File: config.mk
export PLATFORM = sky130hd
export DESIGN_NAME = vic_ctrl
export DESIGN_NICKNAME = d
export VERILOG_FILES = /design/src/rtl/vic_pkg.sv /design/src/rtl/vic_ctrl.sv
export VERILOG_INCLUDE_DIRS = /design/src /design/src/rtl
export SDC_FILE = /design/constraint.sdc
export NUM_CORES = 1
export LEC_CHECK = 0
export BUFFER_PORTS_ARGS = -buffer_cell sky130_fd_sc_hd__buf_2
export CELL_PAD_IN_SITES_DETAIL_PLACEMENT = 1
export CELL_PAD_IN_SITES_GLOBAL_PLACEMENT = 1
export CORE_MARGIN = 2
export CORE_UTILIZATION = 40
export CTS_CLUSTER_SIZE = 12
export DETAILED_ROUTE_END_ITERATION = 12
export PLACE_DENSITY_LB_ADDON = 0.15
export SYNTH_ARGS = -nofsm -noshare
export SYNTH_HDL_FRONTEND = slang
export SYNTH_SLANG_ARGS = --single-unit
File: constraint.sdc
create_clock -name sys_clk -period 16.4 [get_ports sys_clk]
set_input_delay 4.92 -clock sys_clk [delete_from_list [all_inputs] [get_ports sys_clk]]
set_output_delay 4.92 -clock sys_clk [all_outputs]
set_load 0.01 [all_outputs]
File: src/rtl/vic_cfg.svh
// register offsets, field positions, reset values and vectors of the vectored interrupt controller
`ifndef VIC_CFG_SVH
`define VIC_CFG_SVH
// ----------------------------------------
// register byte offsets
// ----------------------------------------
`define VIC_OFF_MASK      12'h000
`define VIC_OFF_CTRL      12'h004
`define VIC_OFF_FORCECLR  12'h008
`define VIC_OFF_ARITH     12'h00C
`define VIC_OFF_MODE      12'h010
`define VIC_OFF_MBMASK    12'h014
`define VIC_OFF_MBSTAT6   12'h018
`define VIC_OFF_MBSTAT7   12'h01C
`define VIC_OFF_VARIANT   12'h020
`define VIC_OFF_STATUS    12'h024
`define VIC_OFF_CORECMD   12'h028
// ----------------------------------------
// fields
// ----------------------------------------
`define VIC_NEST_BIT      4
`define VIC_CMD_ACK_BIT   0
`define VIC_CMD_RTI_BIT   1
`define VIC_SWRST_BIT     0
`define VIC_NSRC          8
`define VIC_MASK_RST      8'h00
`define VIC_CTRL_RST      5'h00
`define VIC_MBMASK_RST    12'h000
`define VIC_DEPTH_STD     4'h7
`define VIC_DEPTH_MB      4'h9
// ----------------------------------------
// vectors
// ----------------------------------------
`define VIC_VEC_RESET     14'h0000
`define VIC_VEC_BASE      14'h0004
`define VIC_VEC_STEP      14'h0004
`endif

File: src/rtl/vic_pkg.sv
// types of the vectored interrupt controller
package vic_pkg;
  typedef enum logic [1:0] {
    VIC_VAR_STD    = 2'b00,
    VIC_VAR_MBOX   = 2'b01,
    VIC_VAR_SINGLE = 2'b10
  } vic_variant_t;
  // source slot index in priority order, 0 highest
  typedef enum logic [2:0] {
    VIC_SRC_EXTTOP = 3'd0,
    VIC_SRC_MBWR   = 3'd1,
    VIC_SRC_MBRD   = 3'd2,
    VIC_SRC_ATX    = 3'd3,
    VIC_SRC_ARX    = 3'd4,
    VIC_SRC_BTX    = 3'd5,
    VIC_SRC_BRX    = 3'd6,
    VIC_SRC_TIMER  = 3'd7
  } vic_src_t;
  typedef enum logic [1:0] {
    VIC_AX_IDLE = 2'b00,
    VIC_AX_RESP = 2'b01
  } vic_axst_t;
endpackage : vic_pkg

File: src/rtl/vic_ctrl.sv
// vectored interrupt controller with status stack and mailbox interrupt logic
//
// Chosen here: the address map and the AXI4-Lite register port.
`timescale 1ns/10ps
`include "vic_cfg.svh"
module vic_ctrl (
  input  wire logic                 sys_clk,        // core clock 40 MHz
  input  wire logic                 rst_n,          // async master reset
  input  wire vic_pkg::vic_variant_t variant,       // device variant strap
  input  wire logic                 pinCfgThree,    // 1: three ext lines, no port b
  input  wire logic                 extIntTop_n,    // dedicated ext line, low active
  input  wire logic                 extInt1_n,      // ext line 1 on port b pins
  input  wire logic                 extInt0_n,      // ext line 0 on port b pins
  input  wire logic                 timerReq,       // timer pulse
  input  wire logic                 portATxReq,     // serial port a transmit pulse
  input  wire logic                 portARxReq,     // serial port a receive pulse
  input  wire logic                 portBTxReq,     // serial port b transmit pulse
  input  wire logic                 portBRxReq,     // serial port b receive pulse
  input  wire logic [5:0]           hostWrStb,      // host wrote data register n
  input  wire logic [5:0]           hostRdStb,      // host read data register n
  input  wire logic                 hostSwRstSet,   // host sets software reset
  input  wire logic [11:0]          s_axi_awaddr,   // write address
  input  wire logic                 s_axi_awvalid,  // write address valid
  output logic                      s_axi_awready,  // write address ready
  input  wire logic [31:0]          s_axi_wdata,    // write data
  input  wire logic [3:0]           s_axi_wstrb,    // write strobes
  input  wire logic                 s_axi_wvalid,   // write data valid
  output logic                      s_axi_wready,   // write data ready
  output logic [1:0]                s_axi_bresp,    // write response
  output logic                      s_axi_bvalid,   // write response valid
  input  wire logic                 s_axi_bready,   // write response ready
  input  wire logic [11:0]          s_axi_araddr,   // read address
  input  wire logic                 s_axi_arvalid,  // read address valid
  output logic                      s_axi_arready,  // read address ready
  output logic [31:0]               s_axi_rdata,    // read data
  output logic [1:0]                s_axi_rresp,    // read response
  output logic                      s_axi_rvalid,   // read valid
  input  wire logic                 s_axi_rready,   // read ready
  output logic                      intPending,     // unmasked request takeable now
  output logic [13:0]               vectorAddr,     // vector of last taken source
  output logic                      vectorLoad,     // one-cycle pc load pulse
  output logic [3:0]                stackLevel,     // status stack fill
  output logic                      stackOvf,       // push into full stack seen
  output logic                      swReset         // mailbox software reset
);
  import vic_pkg::*;

  // ----------------------------------------
  // functions
  // ----------------------------------------
  // vector of a slot under a given variant
  function automatic logic [13:0] slotVector(input logic [2:0] s, input vic_variant_t v);
    logic [13:0] idx;
    idx = 14'(s);
    if (s == 3'd0)
      slotVector = `VIC_VEC_BASE;
    else if (v == VIC_VAR_MBOX)
      slotVector = `VIC_VEC_BASE + idx * `VIC_VEC_STEP;
    else
      slotVector = `VIC_VEC_BASE + (idx - 14'd2) * `VIC_VEC_STEP;
  endfunction : slotVector

  // word match: low address bits ignored
  function automatic logic regHit(input logic [11:0] a, input logic [11:0] off);
    regHit = (a[11:2] == off[11:2]);
  endfunction : regHit

  // ----------------------------------------
  // registers
  // ----------------------------------------
  logic [7:0]  intMaskFf;      // int_mask_reg
  logic [4:0]  intCtrlFf;      // int_control_reg: [2:0] edge per line, [4] nest
  logic [15:0] arithFf;        // arith_status_reg
  logic [15:0] modeFf;         // mode_status_reg
  logic [11:0] mbMaskFf;       // mailbox_mask_reg: [5:0] wr, [11:6] rd
  logic [5:0]  mbWrFullFf;     // mailbox_status_regs: host wrote, unread
  logic [5:0]  mbRdDoneFf;     // host completed read
  logic        swResetFf;
  logic [7:0]  latchFf;        // edge-latched requests
  logic [7:0]  activeFf;       // handlers in service
  logic [2:0]  extPrevFf;
  logic [13:0] vecFf;
  logic        vecLoadFf;
  logic        ovfFf;
  logic [3:0]  spFf;
  logic [39:0] stackMem [0:8];

  logic [2:0]  extLvl;
  logic [2:0]  extEdge;
  logic [7:0]  slotAvail;
  logic [7:0]  rawReq;
  logic [7:0]  levelSlot;
  logic [7:0]  masked;
  logic [2:0]  winSlot;
  logic        winValid;
  logic        canTake;
  logic [3:0]  depth;
  logic        mbWrAny;
  logic        mbRdAny;
  logic [7:0]  forceBits;
  logic [7:0]  clearBits;
  logic        ackCmd;
  logic        rtiCmd;
  logic [7:0]  levelCfg;

  // ----------------------------------------
  // bus slave
  // ----------------------------------------
  logic        awHeldFf, wHeldFf;
  logic [11:0] awAddrFf;
  logic [31:0] wDataFf;
  logic        doWrite;
  logic [31:0] rdMux;

  assign s_axi_awready = !awHeldFf && !s_axi_bvalid;
  assign s_axi_wready  = !wHeldFf && !s_axi_bvalid;
  assign s_axi_arready = !s_axi_rvalid;
  assign doWrite       = awHeldFf && wHeldFf;

  // address and data land in either order
  always_ff @(posedge sys_clk or negedge rst_n) begin
    if (!rst_n) begin
      awHeldFf     <= 1'b0;
      wHeldFf      <= 1'b0;
      awAddrFf     <= 12'h000;
      wDataFf      <= 32'h00000000;
      s_axi_bvalid <= 1'b0;
      s_axi_bresp  <= 2'b00;
    end else begin
      if (s_axi_awvalid && s_axi_awready) begin
        awHeldFf <= 1'b1;
        awAddrFf <= s_axi_awaddr;
      end
      if (s_axi_wvalid && s_axi_wready) begin
        wHeldFf <= 1'b1;
        wDataFf <= s_axi_wdata;
      end
      if (doWrite) begin
        awHeldFf     <= 1'b0;
        wHeldFf      <= 1'b0;
        s_axi_bvalid <= 1'b1;
        s_axi_bresp  <= (awAddrFf > `VIC_OFF_CORECMD) ? 2'b10 : 2'b00;
      end else if (s_axi_bvalid && s_axi_bready) begin
        s_axi_bvalid <= 1'b0;
      end
    end
  end

  // --------------------
  // write decode
  // --------------------
  // strobes are ignored: registers take whole words, narrow writes are not used by the core
  assign forceBits = (doWrite && regHit(awAddrFf, `VIC_OFF_FORCECLR)) ? wDataFf[15:8] : 8'h00;
  assign clearBits = (doWrite && regHit(awAddrFf, `VIC_OFF_FORCECLR)) ? wDataFf[7:0] : 8'h00;
  assign ackCmd    = doWrite && regHit(awAddrFf, `VIC_OFF_CORECMD) && wDataFf[`VIC_CMD_ACK_BIT];
  assign rtiCmd    = doWrite && regHit(awAddrFf, `VIC_OFF_CORECMD) && wDataFf[`VIC_CMD_RTI_BIT];

  // --------------------
  // read path
  // --------------------
  always_comb begin
    rdMux = 32'h00000000;
    case (s_axi_araddr[11:2])
      `VIC_OFF_MASK     >> 2: rdMux = {24'h000000, intMaskFf};
      `VIC_OFF_CTRL     >> 2: rdMux = {27'h0000000, intCtrlFf};
      `VIC_OFF_ARITH    >> 2: rdMux = {16'h0000, arithFf};
      `VIC_OFF_MODE     >> 2: rdMux = {16'h0000, modeFf};
      `VIC_OFF_MBMASK   >> 2: rdMux = {20'h00000, mbMaskFf};
      `VIC_OFF_MBSTAT6  >> 2: rdMux = {20'h00000, mbRdDoneFf, mbWrFullFf};
      `VIC_OFF_MBSTAT7  >> 2: rdMux = {31'h00000000, swResetFf};
      `VIC_OFF_VARIANT  >> 2: rdMux = {26'h0000000, pinCfgThree, 1'b0, 2'(variant), 2'b00};
      `VIC_OFF_STATUS   >> 2: rdMux = {activeFf, latchFf, 7'h00, winValid, winSlot, 1'b0, spFf};
      default:                rdMux = 32'h00000000;  // force/clear is write-only
    endcase
  end

  // rdata registered: stands while rvalid waits
  always_ff @(posedge sys_clk or negedge rst_n) begin
    if (!rst_n) begin
      s_axi_rvalid <= 1'b0;
      s_axi_rdata  <= 32'h00000000;
      s_axi_rresp  <= 2'b00;
    end else if (s_axi_arvalid && s_axi_arready) begin
      s_axi_rvalid <= 1'b1;
      s_axi_rdata  <= rdMux;
      s_axi_rresp  <= (s_axi_araddr > `VIC_OFF_CORECMD) ? 2'b10 : 2'b00;
    end else if (s_axi_rvalid && s_axi_rready) begin
      s_axi_rvalid <= 1'b0;
    end
  end

  // ----------------------------------------
  // software registers
  // ----------------------------------------
  // return restores mask: handler edits are lost
  always_ff @(posedge sys_clk or negedge rst_n) begin
    if (!rst_n) begin
      intMaskFf <= `VIC_MASK_RST;
      intCtrlFf <= `VIC_CTRL_RST;
      arithFf   <= 16'h0000;
      modeFf    <= 16'h0000;
      mbMaskFf  <= `VIC_MBMASK_RST;
    end else begin
      if (rtiCmd && spFf != 4'h0) begin
        {arithFf, modeFf, intMaskFf} <= stackMem[spFf - 4'h1];
      end else if (doWrite) begin
        if (regHit(awAddrFf, `VIC_OFF_MASK))   intMaskFf <= wDataFf[7:0];
        if (regHit(awAddrFf, `VIC_OFF_CTRL))   intCtrlFf <= wDataFf[4:0];
        if (regHit(awAddrFf, `VIC_OFF_ARITH))  arithFf   <= wDataFf[15:0];
        if (regHit(awAddrFf, `VIC_OFF_MODE))   modeFf    <= wDataFf[15:0];
        if (regHit(awAddrFf, `VIC_OFF_MBMASK)) mbMaskFf  <= wDataFf[11:0];
      end
    end
  end

  // ----------------------------------------
  // request sources
  // ----------------------------------------
  // ext 1/0 exist only when port b pins are given over to them
  assign extLvl = {!extIntTop_n, pinCfgThree && !extInt1_n, pinCfgThree && !extInt0_n};
  assign depth  = (variant == VIC_VAR_MBOX) ? `VIC_DEPTH_MB : `VIC_DEPTH_STD;

  // absent slots tied off so stray strobes never latch
  always_comb begin
    slotAvail = 8'hFF;
    if (variant != VIC_VAR_MBOX)  slotAvail[2:1] = 2'b00;
    if (variant == VIC_VAR_SINGLE || pinCfgThree && variant == VIC_VAR_SINGLE) slotAvail[4:3] = 2'b00;
  end

  // --------------------
  // edge detect
  // --------------------
  // reset to idle level: no false edge after reset
  always_ff @(posedge sys_clk or negedge rst_n) begin
    if (!rst_n) extPrevFf <= 3'b000;
    else        extPrevFf <= extLvl;
  end
  assign extEdge = extLvl & ~extPrevFf;

  // --------------------
  // mailbox requests
  // --------------------

  assign mbWrAny = |(hostWrStb & mbMaskFf[5:0]);
  assign mbRdAny = |(hostRdStb & mbMaskFf[11:6]);

  // --------------------
  // level lines
  // --------------------
  // level-sensitive ext lines bypass the latch; mailbox slots cannot be forced
  assign levelSlot = {1'b0, ~intCtrlFf[0] & extLvl[0], ~intCtrlFf[1] & extLvl[1], 4'h0, ~intCtrlFf[2] & extLvl[2]};
  // level lines refuse force even while idle
  assign levelCfg  = {1'b0, pinCfgThree & ~intCtrlFf[0], pinCfgThree & ~intCtrlFf[1], 4'h0, ~intCtrlFf[2]};

  // --------------------
  // event map
  // --------------------
  always_comb begin
    logic [7:0] evt;
    evt = 8'h00;
    evt[VIC_SRC_EXTTOP] = intCtrlFf[2] & extEdge[2];
    evt[VIC_SRC_MBWR]   = mbWrAny;
    evt[VIC_SRC_MBRD]   = mbRdAny;
    evt[VIC_SRC_ATX]    = portATxReq;
    evt[VIC_SRC_ARX]    = portARxReq;
    evt[VIC_SRC_BTX]    = pinCfgThree ? intCtrlFf[1] & extEdge[1] : portBTxReq;
    evt[VIC_SRC_BRX]    = pinCfgThree ? intCtrlFf[0] & extEdge[0] : portBRxReq;
    evt[VIC_SRC_TIMER]  = timerReq;
    rawReq = evt;
  end

  // --------------------
  // edge latch
  // --------------------
  // edge latch: set wins over clear and over service entry
  always_ff @(posedge sys_clk or negedge rst_n) begin
    if (!rst_n) begin
      latchFf <= 8'h00;
    end else begin
      latchFf <= ((latchFf & ~(clearBits & 8'hF9) & ~((ackCmd && canTake) ? (8'h01 << winSlot) : 8'h00))
                 | rawReq | (forceBits & 8'hF9 & ~levelCfg)) & slotAvail;
    end
  end

  // ----------------------------------------
  // priority and service
  // ----------------------------------------
  assign masked = (latchFf | levelSlot) & intMaskFf & slotAvail;

  // scan from lowest priority: last hit wins
  always_comb begin
    winSlot  = 3'd0;
    winValid = 1'b0;
    for (int i = `VIC_NSRC - 1; i >= 0; i--) begin
      if (masked[i]) begin
        winSlot  = 3'(i);
        winValid = 1'b1;
      end
    end
  end

  // --------------------
  // acceptance
  // --------------------
  // nest: only strictly higher than every active; sequential: none active
  always_comb begin
    canTake = winValid && (spFf < depth);
    if (intCtrlFf[`VIC_NEST_BIT]) begin
      for (int i = 0; i < `VIC_NSRC; i++) begin
        if (activeFf[i] && 3'(i) <= winSlot) canTake = 1'b0;
      end
    end else if (activeFf != 8'h00) begin
      canTake = 1'b0;
    end
  end
  assign intPending = canTake;

  // --------------------
  // service and stack
  // --------------------
  // full stack refuses the ack, overflow stays sticky
  always_ff @(posedge sys_clk or negedge rst_n) begin
    if (!rst_n) begin
      spFf      <= 4'h0;
      activeFf  <= 8'h00;
      vecFf     <= `VIC_VEC_RESET;
      vecLoadFf <= 1'b0;
      ovfFf     <= 1'b0;
    end else begin
      vecLoadFf <= 1'b0;
      if (ackCmd && canTake) begin
        stackMem[spFf] <= {arithFf, modeFf, intMaskFf};
        spFf           <= spFf + 4'h1;
        activeFf[winSlot] <= 1'b1;
        vecFf          <= slotVector(winSlot, variant);
        vecLoadFf      <= 1'b1;
      end else if (ackCmd && winValid && spFf >= depth) begin
        ovfFf <= 1'b1;
      end else if (rtiCmd && spFf != 4'h0) begin
        spFf <= spFf - 4'h1;
        // highest active preempted last, so retires first
        for (int i = 0; i < `VIC_NSRC; i++) begin
          if (activeFf[i] && (activeFf & ((8'h01 << i) - 8'h01)) == 8'h00) activeFf[i] <= 1'b0;
        end
      end
    end
  end

  // --------------------
  // outputs
  // --------------------
  assign vectorAddr = vecFf;
  assign vectorLoad = vecLoadFf;
  assign stackLevel = spFf;
  assign stackOvf   = ovfFf;

  // ----------------------------------------
  // mailbox status
  // ----------------------------------------
  always_ff @(posedge sys_clk or negedge rst_n) begin
    if (!rst_n) begin
      mbWrFullFf <= 6'h00;
      mbRdDoneFf <= 6'h00;
      swResetFf  <= 1'b0;
    end else begin
      // a write landing with a read re-arms full
      mbWrFullFf <= (mbWrFullFf & ~hostRdStb) | hostWrStb;
      mbRdDoneFf <= (mbRdDoneFf & ~hostWrStb) | hostRdStb;
      if (hostSwRstSet || doWrite && regHit(awAddrFf, `VIC_OFF_MBSTAT7) && wDataFf[`VIC_SWRST_BIT])
        swResetFf <= 1'b1;
      else if (doWrite && regHit(awAddrFf, `VIC_OFF_MBSTAT7))
        swResetFf <= 1'b0;
    end
  end
  assign swReset = swResetFf;
endmodule : vic_ctrl

==> impl_metrics.py, run 1 <==
metrics = {
    "detailed_routing": {
        "ant_nets": 0,
        "top_layer": "met5",
        "vias": 13100,
        "drt-initial-drc-count": 1070,
        "wirelength_mm": 61.2,
        "via_per_inst": 5.67,
        "wl_per_cell_um": 26.5,
        "wl_met3_mm": 3.05,
        "drt-met1-wl_mm": 27.3,
        "drt_first_pass_iters": 5,
        "drcViolationCount": 0,
        "route.met2.wl_mm": 29.6,
    },
    "global_route": {
        "globalRouteTotalUtil_pct": 22.2,
        "grt.overflow.total": 0,
        "grt_pass1_wl_mm": 91.1,
        "antenna_found_initial": 3,
        "grt_pass1_vias": 13700,
        "grt_start_max_net_pins": 81,
    },
    "floorplanning": {
        "die_area_um2": 56300,
        "fp-row-count": 85,
        "chipHeight_um": 237,
        "pin_count": 154,
        "core_um2": 53800,
        "die_w_um": 237,
        "start_util_pct": 40.4,
    },
    "finish": {
        "fin_nets": 1669,
        "finalNonFillerCells": 2306,
        "area_growth_pct": 15.2,
        "design_area_um2": 25100,
        "drive_gt1_share_pct": 24.4,
        "final_util_pct": 46.6,
    },
    "worst_setup_path": {
        "path_max_fanout": 12,
        "crit_family": "simple AND/OR/NAND/NOR gates",
        "worstPathRequired_ps": 11480,
        "rr_worst_depth": 15,
        "max_stage_delay_ps": 440,
        "reg2reg_from": "intMaskFf[5]",
        "path_cells": "buf_2 -> nand2b_1 -> inv_1 -> nand3_1 -> a21boi_0 -> nor2_1 -> inv_2 -> ha_1 -> ha_1 -> a2111oi_0 -> o31ai_1 -> a2111oi_4 -> or2_1 -> buf_2",
        "cp-start-kind": "input pin",
        "startpoint": "variant[1]",
        "worstPathArrival_ps": 8490,
        "crit_cells": 14,
        "timing.critical_path.buf_inv": 4,
        "crit_type": "in2out",
        "cp-end-kind": "output pin",
        "worst_path_max_delay_cell": "a2111oi_0",
    },
    "clock_tree": {
        "clock-root-buffer": "clkbuf_16",
        "cts.clk_slew.worst_paths_ps": 60,
        "postCtsSetupBuffers": 0,
        "cts_tree": "yes",
        "cts_hold_buf": 0,
        "ctsLongestPathBuffers": 3,
        "cts_buffers": 57,
        "cts_max_level": 2,
        "cts_resized": 0,
        "worstSkewPairLatency_ps": 610,
        "cts.sinks": 526,
    },
    "job": {
        "drv_cap": 0,
    },
    "timing": {
        "max_freq_mhz": 74.6,
        "skew_ps": 16.9,
        "finalSetupTns_ps": 0,
        "drv_slew": 0,
        "slew_headroom_pct": 22.9,
        "setup_ws_ps": 2990,
        "finalSetupViolCount": 0,
        "hold_viol_final": 0,
        "timing.hold.ws_ps": 469,
        "min_period_over_period_pct": 81.7,
        "period_needed_ps": 13410,
        "worst_pin_slew_ps": 1160,
        "rsz0062_at_grt": "false",
    },
    "yosys": {
        "synth_edf_count": 360,
        "synth_adder_area_share_pct": 1.04,
        "synthArstFlopShare_pct": 31.6,
        "syn_avg_cell_area_um2": 15.2,
        "syn_area_um2": 21700,
        "ys_types": 77,
        "synth_ff_type": "edfxtp_1",
        "synth-seq-cells": 526,
        "yosysWarnings": 0,
        "seq_area_frac_synth_pct": 68.8,
        "synth-xor-area-share_pct": 0.282,
        "synth_mux_area_share_pct": 12.6,
        "syn-instance-count": 1428,
        "synth_simple_gate_area_share_pct": 6.26,
        "synth_compound_area_share_pct": 8.49,
        "synth_top_family_by_area": "multiplexers",
    },
    "placement": {
        "dp_cells": 2197,
        "gp_congestion": 0.866,
        "place_area_um2": 23200,
        "port_buffers": 129,
        "hpwl_mm": 37.0,
        "pre_cts_ws_ps": 3070,
    },
    "power_and_ir_drop": {
        "pwr_density_cell_nw_per_um2": 133,
        "ir_drop_mv": 0.0946,
        "finalPower_mw": 3.34,
        "leakagePower_nw": 9.79,
    },
    "min_path": {
        "hp-class": "reg2reg",
        "min_from": "stackOvf",
        "min_path_cells": 1,
    },
    "run_status": {
        "status": "finished, final reports clean",
    },
}
worst register-to-register path, stage by stage, from the launching register on:
cell,delay [ps]
dfrtp_1,590
nor4bb_1,580
a311o_1,250
nor2_1,60
o311ai_0,360
buf_4,220
inv_1,100
ha_1,220
ha_1,200
a2111oi_0,440
o31ai_1,220
a2111oi_4,320
or2_1,230
nand4_2,520
nor2_4,820
buf_4,540
report_power, final:
part | total [mW] | switching, mW | internal (mW)
combinational | 0.388 | 0.228 | 0.159
sequential | 1.68 | 0.148 | 1.53
clock | 1.28 | 0.524 | 0.752
total | 3.34 | 0.900 | 2.44
metal layers:
| layer | global-route usage, % | up-vias |
|---|---|---|
| met5 | 0 | - |
| met1 | 31.0 | 6918 |
| met2 | 36.8 | 359 |
| li1 | - | 5717 |
| met4 | 4.96 | 2 |
| met3 | 3.61 | 84 |
cells in the final DEF, fill, tap and decap left out, types with 4 or more instances in the layout:
cell type	count
nor2b_1	5
ha_1	17
clkbuf_8	8
nand2b_1	9
nor3_1	4
nand3_1	10
nor2_4	6
o21ai_0	40
clkinv_2	6
mux2_2	45
a222oi_1	12
o31ai_1	8
a221oi_1	6
clkbuf_1	30
nand3b_1	5
nand2_1	87
buf_4	27
edfxtp_1	360
nor2_1	107
mux2i_1	44
a21oi_1	151
a21o_1	15
mux4_2	80
a22oi_1	18
a31oi_1	12
conb_1	4
dfrtp_1	165
clkbuf_16	60
inv_1	34
buf_2	128
and2_1	22
layout make-up:
class	count	area, um^2
timing repair buffer	156	857
inverter	36	135
fill	5326	28800
multi-input combinational	783	6380
clock buffer	97	1710
clock inverter	11	138
antenna	1	2.50
tap	696	871
sequential	526	15000
cells in the mapped netlist (all sizes together), types with 3 or more instances:
master	n	share of area [%]
a21oi	151	3.5
a31oi	12	0.35
edfxtp	360	50
nor3	5	0.14
a211oi	3	0.10
mux2	45	2.3
and2	22	0.63
xnor2	4	0.16
nor4	4	0.18
a22o	3	0.12
mux2i	44	2.0
xor2	3	0.12
nand3	10	0.23
and3	4	0.12
nand3b	5	0.17
nand2	88	1.5
inv	35	0.60
a221oi	6	0.24
nor2b	5	0.14
a222oi	12	0.55
nor2	115	2.0
ha	18	1.0
clkbuf	50	0.86
a22oi	18	0.62
o21ai	42	1.0
o22ai	3	0.086
nand2b	9	0.26
mux4	80	8.3
or2	3	0.086
dfrtp	166	19
buf	36	0.98
or4	4	0.16
a21o	15	0.52
o31ai	9	0.37
o21bai	3	0.16
or3	3	0.086
cell families after synthesis:
family / count (synthesis)
compound gates: 296
other cells: 1
flops: 526
buf+inv: 122
fa+ha+maj: 18
xor+xnor: 7
mux: 169
simple gates: 289
sequential cells by signal, summed over array words and instances (netlist names), 3 cells and up:
| signal | flops |
|---|---|
| intMaskFf | 8 |
| modeFf | 16 |
| awAddrFf | 12 |
| intCtrlFf | 5 |
| wDataFf | 16 |
| activeFf | 8 |
| mbWrFullFf | 6 |
| mbMaskFf | 12 |
| extPrevFf | 3 |
| stackMem | 360 |
| arithFf | 16 |
| latchFf | 8 |
| stackLevel | 4 |
| mbRdDoneFf | 6 |
| s_axi_rdata | 32 |
| vectorAddr | 5 |
path summary, 6_finish.rpt:
kind	end	slack, ps
hold reg to reg	stackOvf	470
max in group asynchronous	stackLevel[0]	10780
setup / recovery	intPending	2990
hold / removal	stackOvf	470
setup reg to reg	stackMem[6][9]	10370
min in group asynchronous	stackOvf	4330
Note: power is estimated with default switching activity, not from simulation.
==> run 2: changes to the inputs <==
==> constraint.sdc (replaced) <==
create_clock -name sys_clk -period 10.95 [get_ports sys_clk]
set_input_delay 3.285 -clock sys_clk [delete_from_list [all_inputs] [get_ports sys_clk]]
set_output_delay 3.285 -clock sys_clk [all_outputs]
set_load 0.01 [all_outputs]
==> run 2 against run 1 <==
  * Final area hardly changed
  * Worst hold slack better by 4.2 ps
  * Critical path depth is 2 higher
  * Critical path type unchanged
  * Critical endpoint unchanged
  * Largest power group unchanged
==> impl_metrics.py, run 2 (same netlist as run 1, synthesis figures left out) <==
metrics = {
    "run_status": {
        "status": "finished, final reports clean",
    },
    "detailed_routing": {
        "via_per_inst": 5.69,
        "drt_first_pass_iters": 8,
        "drt-initial-drc-count": 966,
        "wirelength_mm": 62.1,
        "drcViolationCount": 0,
        "ant_nets": 0,
        "vias": 13100,
        "wl_per_cell_um": 26.9,
    },
    "clock_tree": {
        "cts.sinks": 526,
        "cts.clk_slew.worst_paths_ps": 60,
        "cts_tree": "yes",
        "cts_buffers": 55,
        "cts_resized": 0,
        "clock-root-buffer": "clkbuf_16",
        "worstSkewPairLatency_ps": 630,
        "cts_hold_buf": 0,
        "postCtsSetupBuffers": 0,
        "ctsLongestPathBuffers": 3,
        "cts_max_level": 2,
    },
    "finish": {
        "final_common_cell": "edfxtp_1",
        "drive_gt1_share_pct": 24.5,
        "finalNonFillerCells": 2305,
        "mostFrequentLayoutCells": "edfxtp_1 (360), dfrtp_1 (165), a21oi_1 (151), buf_2 (128), nor2_1 (107)",
        "top_register": "stackMem",
        "largest_register_ffs": 360,
        "largest_registers": "stackMem (360), s_axi_rdata (32)",
        "fin_nets": 1673,
        "n_antenna_cell": 0,
        "area_growth_pct": 15.2,
    },
    "job": {
        "drv_cap": 0,
    },
    "min_path": {
        "min_path_cells": 2,
        "hp-class": "reg2reg",
        "hold_end": "s_axi_rdata[15]",
        "min_from": "s_axi_rdata[15]",
    },
    "worst_setup_path": {
        "worst_path_max_delay_cell": "ha_1",
        "max_stage_delay_ps": 360,
        "rr_worst_depth": 15,
        "path_max_fanout": 10,
        "timing.critical_path.buf_inv": 4,
        "regToRegSetupSlack_ps": 4890,
        "path_cells": "buf_2 -> nand2b_1 -> inv_1 -> nand3_1 -> nand2_1 -> nor2_1 -> nand2_1 -> clkinv_1 -> ha_1 -> nand2_1 -> o21ai_0 -> a2111oi_0 -> o31ai_1 -> a2111oi_4 -> or2_1 -> buf_2",
        "worstPathRequired_ps": 7670,
        "r2r-end": "stackMem[4][22]",
        "crit_family": "simple AND/OR/NAND/NOR gates",
        "crit_type": "in2out",
        "worstPathArrival_ps": 6730,
        "reg2reg_from": "intMaskFf[5]",
        "cp-end-kind": "output pin",
        "cp-start-kind": "input pin",
        "path_common_cell": "nand2_1",
    },
    "floorplanning": {
        "die_area_um2": 56300,
        "core_um2": 53800,
        "pin_count": 154,
        "chipHeight_um": 237,
        "start_util_pct": 40.4,
        "fp-row-count": 85,
        "die_w_um": 237,
    },
    "timing": {
        "min_period_over_period_pct": 91.5,
        "hold_viol_final": 0,
        "slew_headroom_pct": 18.3,
        "worst_pin_slew_ps": 1220,
        "skew_ps": 35.0,
        "finalSetupViolCount": 0,
        "max_freq_mhz": 99.8,
        "rsz0062_at_grt": "false",
        "period_needed_ps": 10020,
        "drv_slew": 0,
    },
    "global_route": {
        "grt_pass1_wl_mm": 92.2,
        "grt.overflow.total": 0,
        "grt_start_max_net_pins": 81,
        "grt_pass1_vias": 14000,
        "antenna_found_initial": 3,
        "globalRouteTotalUtil_pct": 22.5,
    },
    "power_and_ir_drop": {
        "finalPower_mw": 4.97,
        "ir_drop_mv": 0.142,
        "leakagePower_nw": 9.79,
        "pwr_density_cell_nw_per_um2": 198,
    },
    "placement": {
        "gp_congestion": 0.824,
        "port_buffers": 129,
        "hpwl_mm": 39.4,
        "dp_cells": 2203,
    },
}
## run 2: how the worst max path moves through the flow
stage,depth (start not counted),from,end
floorplan,13,extInt1_n,stackMem[2][0]
global placement,14,pinCfgThree,intPending
detailed placement,16,variant[1],intPending
CTS,16,variant[1],intPending
global route,14,pinCfgThree,intPending
finish,16,variant[1],intPending
## run 2: worst min-delay path: stages (launching register included)
cell     delay, ps
dfrtp_1        340
nand2_1         40
o21ai_0         60
## run 2: routing by layer
metal | track usage, % | vias up | share of wire, %
li1 | - | 5717 | -
met2 | 37.5 | 392 | 49
met1 | 30.6 | 6911 | 43
met5 | 0 | - | 0
met4 | 7.39 | 0 | 2.9
met3 | 3.31 | 91 | 5.5
## run 2: power by group
part	internal, mW	switching [mW]
clock network	1.09	0.776
logic	0.240	0.339
registers	2.29	0.227
## run 2: layout make-up
class | instances | area (um^2)
Clock buffer | 87 | 1600
Clock inverter | 15 | 211
Fill cell | 5336 | 28800
Inverter | 36 | 135
Multi-Input combinational cell | 783 | 6380
Sequential cell | 526 | 15000
Tap cell | 696 | 871
Timing Repair Buffer | 162 | 902
## run 2: through the flow
step	TNS [ps]	utilization (%)	instance area [um^2]	hold slack [ps]	setup WS (ps)
3_5_place_dp	0	43.2	23300	460	974
2_1_floorplan	-37420	-	21800	449	-408
5_1_grt	0	46.6	25100	488	561
3_3_place_gp	0	43.2	23300	452	1090
6_report	0	46.6	25100	474	934
4_1_cts	0	46.6	25100	481	976
==> run 3: changes to the inputs <==
--- a/config.mk
+++ b/config.mk
@@ -9,7 +9,6 @@
 export BUFFER_PORTS_ARGS = -buffer_cell sky130_fd_sc_hd__buf_2
 export CELL_PAD_IN_SITES_DETAIL_PLACEMENT = 1
 export CELL_PAD_IN_SITES_GLOBAL_PLACEMENT = 1
-export CORE_MARGIN = 2
 export CORE_UTILIZATION = 40
 export CTS_CLUSTER_SIZE = 12
 export DETAILED_ROUTE_END_ITERATION = 12
==> run 3 against run 2 <==
  * Power is 0.19% lower
  * Critical path depth fell by 2
  * Register-to-register slack worse by 160 ps
  * Combinational power rose by 3%
  * Via count down 0.17%
  * Worst hold slack worse by 3.0 ps
  * Utilization shrank 0.13 points
  * Wire length is 0.63% lower
  * Critical endpoint unchanged
==> impl_metrics.py, run 3 (same netlist as run 1, synthesis figures left out) <==
metrics = {
    "finish": {
        "area_growth_pct": 14.9,
        "largest_register_ffs": 360,
        "design_area_um2": 25000,
        "largest_registers": "stackMem (360), s_axi_rdata (32)",
        "mostFrequentLayoutCells": "edfxtp_1 (360), dfrtp_1 (165), a21oi_1 (151), buf_2 (128), nor2_1 (107)",
        "final_common_cell": "edfxtp_1",
        "drive_gt1_share_pct": 24.1,
        "finalNonFillerCells": 2306,
        "top_register": "stackMem",
        "fin_nets": 1669,
        "n_fill_cell": 5349,
    },
    "placement": {
        "place_area_um2": 23200,
        "gp_congestion": 0.842,
        "dp_cells": 2198,
        "port_buffers": 129,
        "hpwl_mm": 38.3,
    },
    "power_and_ir_drop": {
        "ir_drop_mv": 0.136,
        "pwr_density_cell_nw_per_um2": 198,
        "leakagePower_nw": 9.74,
        "finalPower_mw": 4.96,
    },
    "global_route": {
        "grt.overflow.total": 0,
        "grt_pass1_wl_mm": 92.3,
        "antenna_found_initial": 3,
        "use_met3_pct": 3.73,
        "grt_start_max_net_pins": 81,
        "met1_usage_pct": 32.4,
        "globalRouteTotalUtil_pct": 22.7,
        "grt_pass1_vias": 14000,
        "busiest_layer": "met2",
        "use_met2_pct": 36.2,
    },
    "floorplanning": {
        "pin_count": 154,
        "core_um2": 53800,
        "fp-row-count": 85,
        "die_w_um": 235,
        "start_util_pct": 40.4,
        "die_area_um2": 55300,
        "chipHeight_um": 235,
    },
    "min_path": {
        "hold_end": "stackOvf",
        "hp-class": "reg2reg",
        "min_path_cells": 1,
        "min_from": "stackOvf",
    },
    "timing": {
        "timing.hold.ws_ps": 471,
        "drv_slew": 0,
        "min_period_over_period_pct": 92.8,
        "worst_pin_slew_ps": 1150,
        "finalSetupTns_ps": 0,
        "skew_ps": 24.0,
        "hold_viol_final": 0,
        "max_freq_mhz": 98.4,
        "period_needed_ps": 10160,
        "slew_headroom_pct": 22.3,
        "finalSetupViolCount": 0,
        "rsz0062_at_grt": "false",
    },
    "run_status": {
        "status": "finished, final reports clean",
    },
    "detailed_routing": {
        "via_per_inst": 5.68,
        "drcViolationCount": 0,
        "ant_nets": 0,
        "drt_first_pass_iters": 6,
        "vias": 13100,
        "wl_per_cell_um": 26.7,
        "wirelength_mm": 61.7,
        "drt-initial-drc-count": 964,
    },
    "worst_setup_path": {
        "cp-start-kind": "input pin",
        "worstPathArrival_ps": 6880,
        "regToRegSetupSlack_ps": 4730,
        "crit_type": "in2out",
        "worstPathRequired_ps": 7670,
        "path_max_fanout": 10,
        "r2r-end": "stackMem[8][19]",
        "rr_worst_depth": 15,
        "reg2reg_from": "intMaskFf[6]",
        "cp-end-kind": "output pin",
    },
    "clock_tree": {
        "cts.sinks": 526,
        "cts_buffers": 56,
        "cts_max_level": 2,
        "postCtsSetupBuffers": 0,
        "cts.clk_slew.worst_paths_ps": 60,
        "ctsLongestPathBuffers": 3,
        "worstSkewPairLatency_ps": 620,
        "cts_resized": 0,
        "clock-root-buffer": "clkbuf_16",
        "cts_tree": "yes",
        "cts_hold_buf": 0,
    },
    "job": {
        "drv_cap": 0,
    },
}
[run 3: layout make-up]
type	instances	area, um^2	share of cell area, %
Antenna cell	2	5.00	0.0200
Clock buffer	82	1530	6.12
Clock inverter	24	224	0.896
Inverter	36	135	0.541
Multi-Input combinational cell	783	6380	25.5
Sequential cell	526	15000	59.9
Tap cell	696	871	3.48
Timing Repair Buffer	157	877	3.51
[run 3: stage by stage]
stage | worst slack [ps] | utilization (%)
after detailed placement | 909 | 43.2
final | 790 | 46.4
after CTS | 878 | 46.4
after global placement | 1000 | 43.2
after floorplan | -408 | -
after global routing | 529 | 46.4
[run 3: how the worst max path moves through the flow]
| stage | cells after the start | slack, ps | to | startpoint |
|---|---|---|---|---|
| finish | 14 | 790 | intPending | pinCfgThree |
| global route | 14 | 530 | intPending | pinCfgThree |
| floorplan | 13 | -410 | stackMem[2][0] | extInt1_n |
| global placement | 14 | 1000 | intPending | pinCfgThree |
| CTS | 14 | 880 | intPending | pinCfgThree |
| detailed placement | 14 | 910 | intPending | pinCfgThree |
[run 3: metal layers]
| layer | up-vias | wire length, um |
|---|---|---|
| met5 | - | 9 |
| met2 | 337 | 29000 |
| met1 | 6959 | 28100 |
| met4 | 2 | 1550 |
| met3 | 81 | 3030 |
| li1 | 5710 | - |
[run 3: report_power, final]
| group | switching (mW) | leakage (nW) | internal, mW | total, mW |
|---|---|---|---|---|
| registers | 0.230 | 5.73 | 2.29 | 2.52 |
| clock network | 0.781 | 0.843 | 1.06 | 1.84 |
| logic | 0.356 | 3.17 | 0.241 | 0.596 |
[run 3: worst max-delay path: stages]
cell	delay, ps
buf_2	140
and4bb_1	220
a221oi_1	440
nand3_1	260
nand2_1	280
clkinv_1	340
ha_1	360
nand2_1	80
o21ai_0	80
a2111oi_0	410
o31ai_1	230
a2111oi_4	320
or2_1	250
buf_2	170
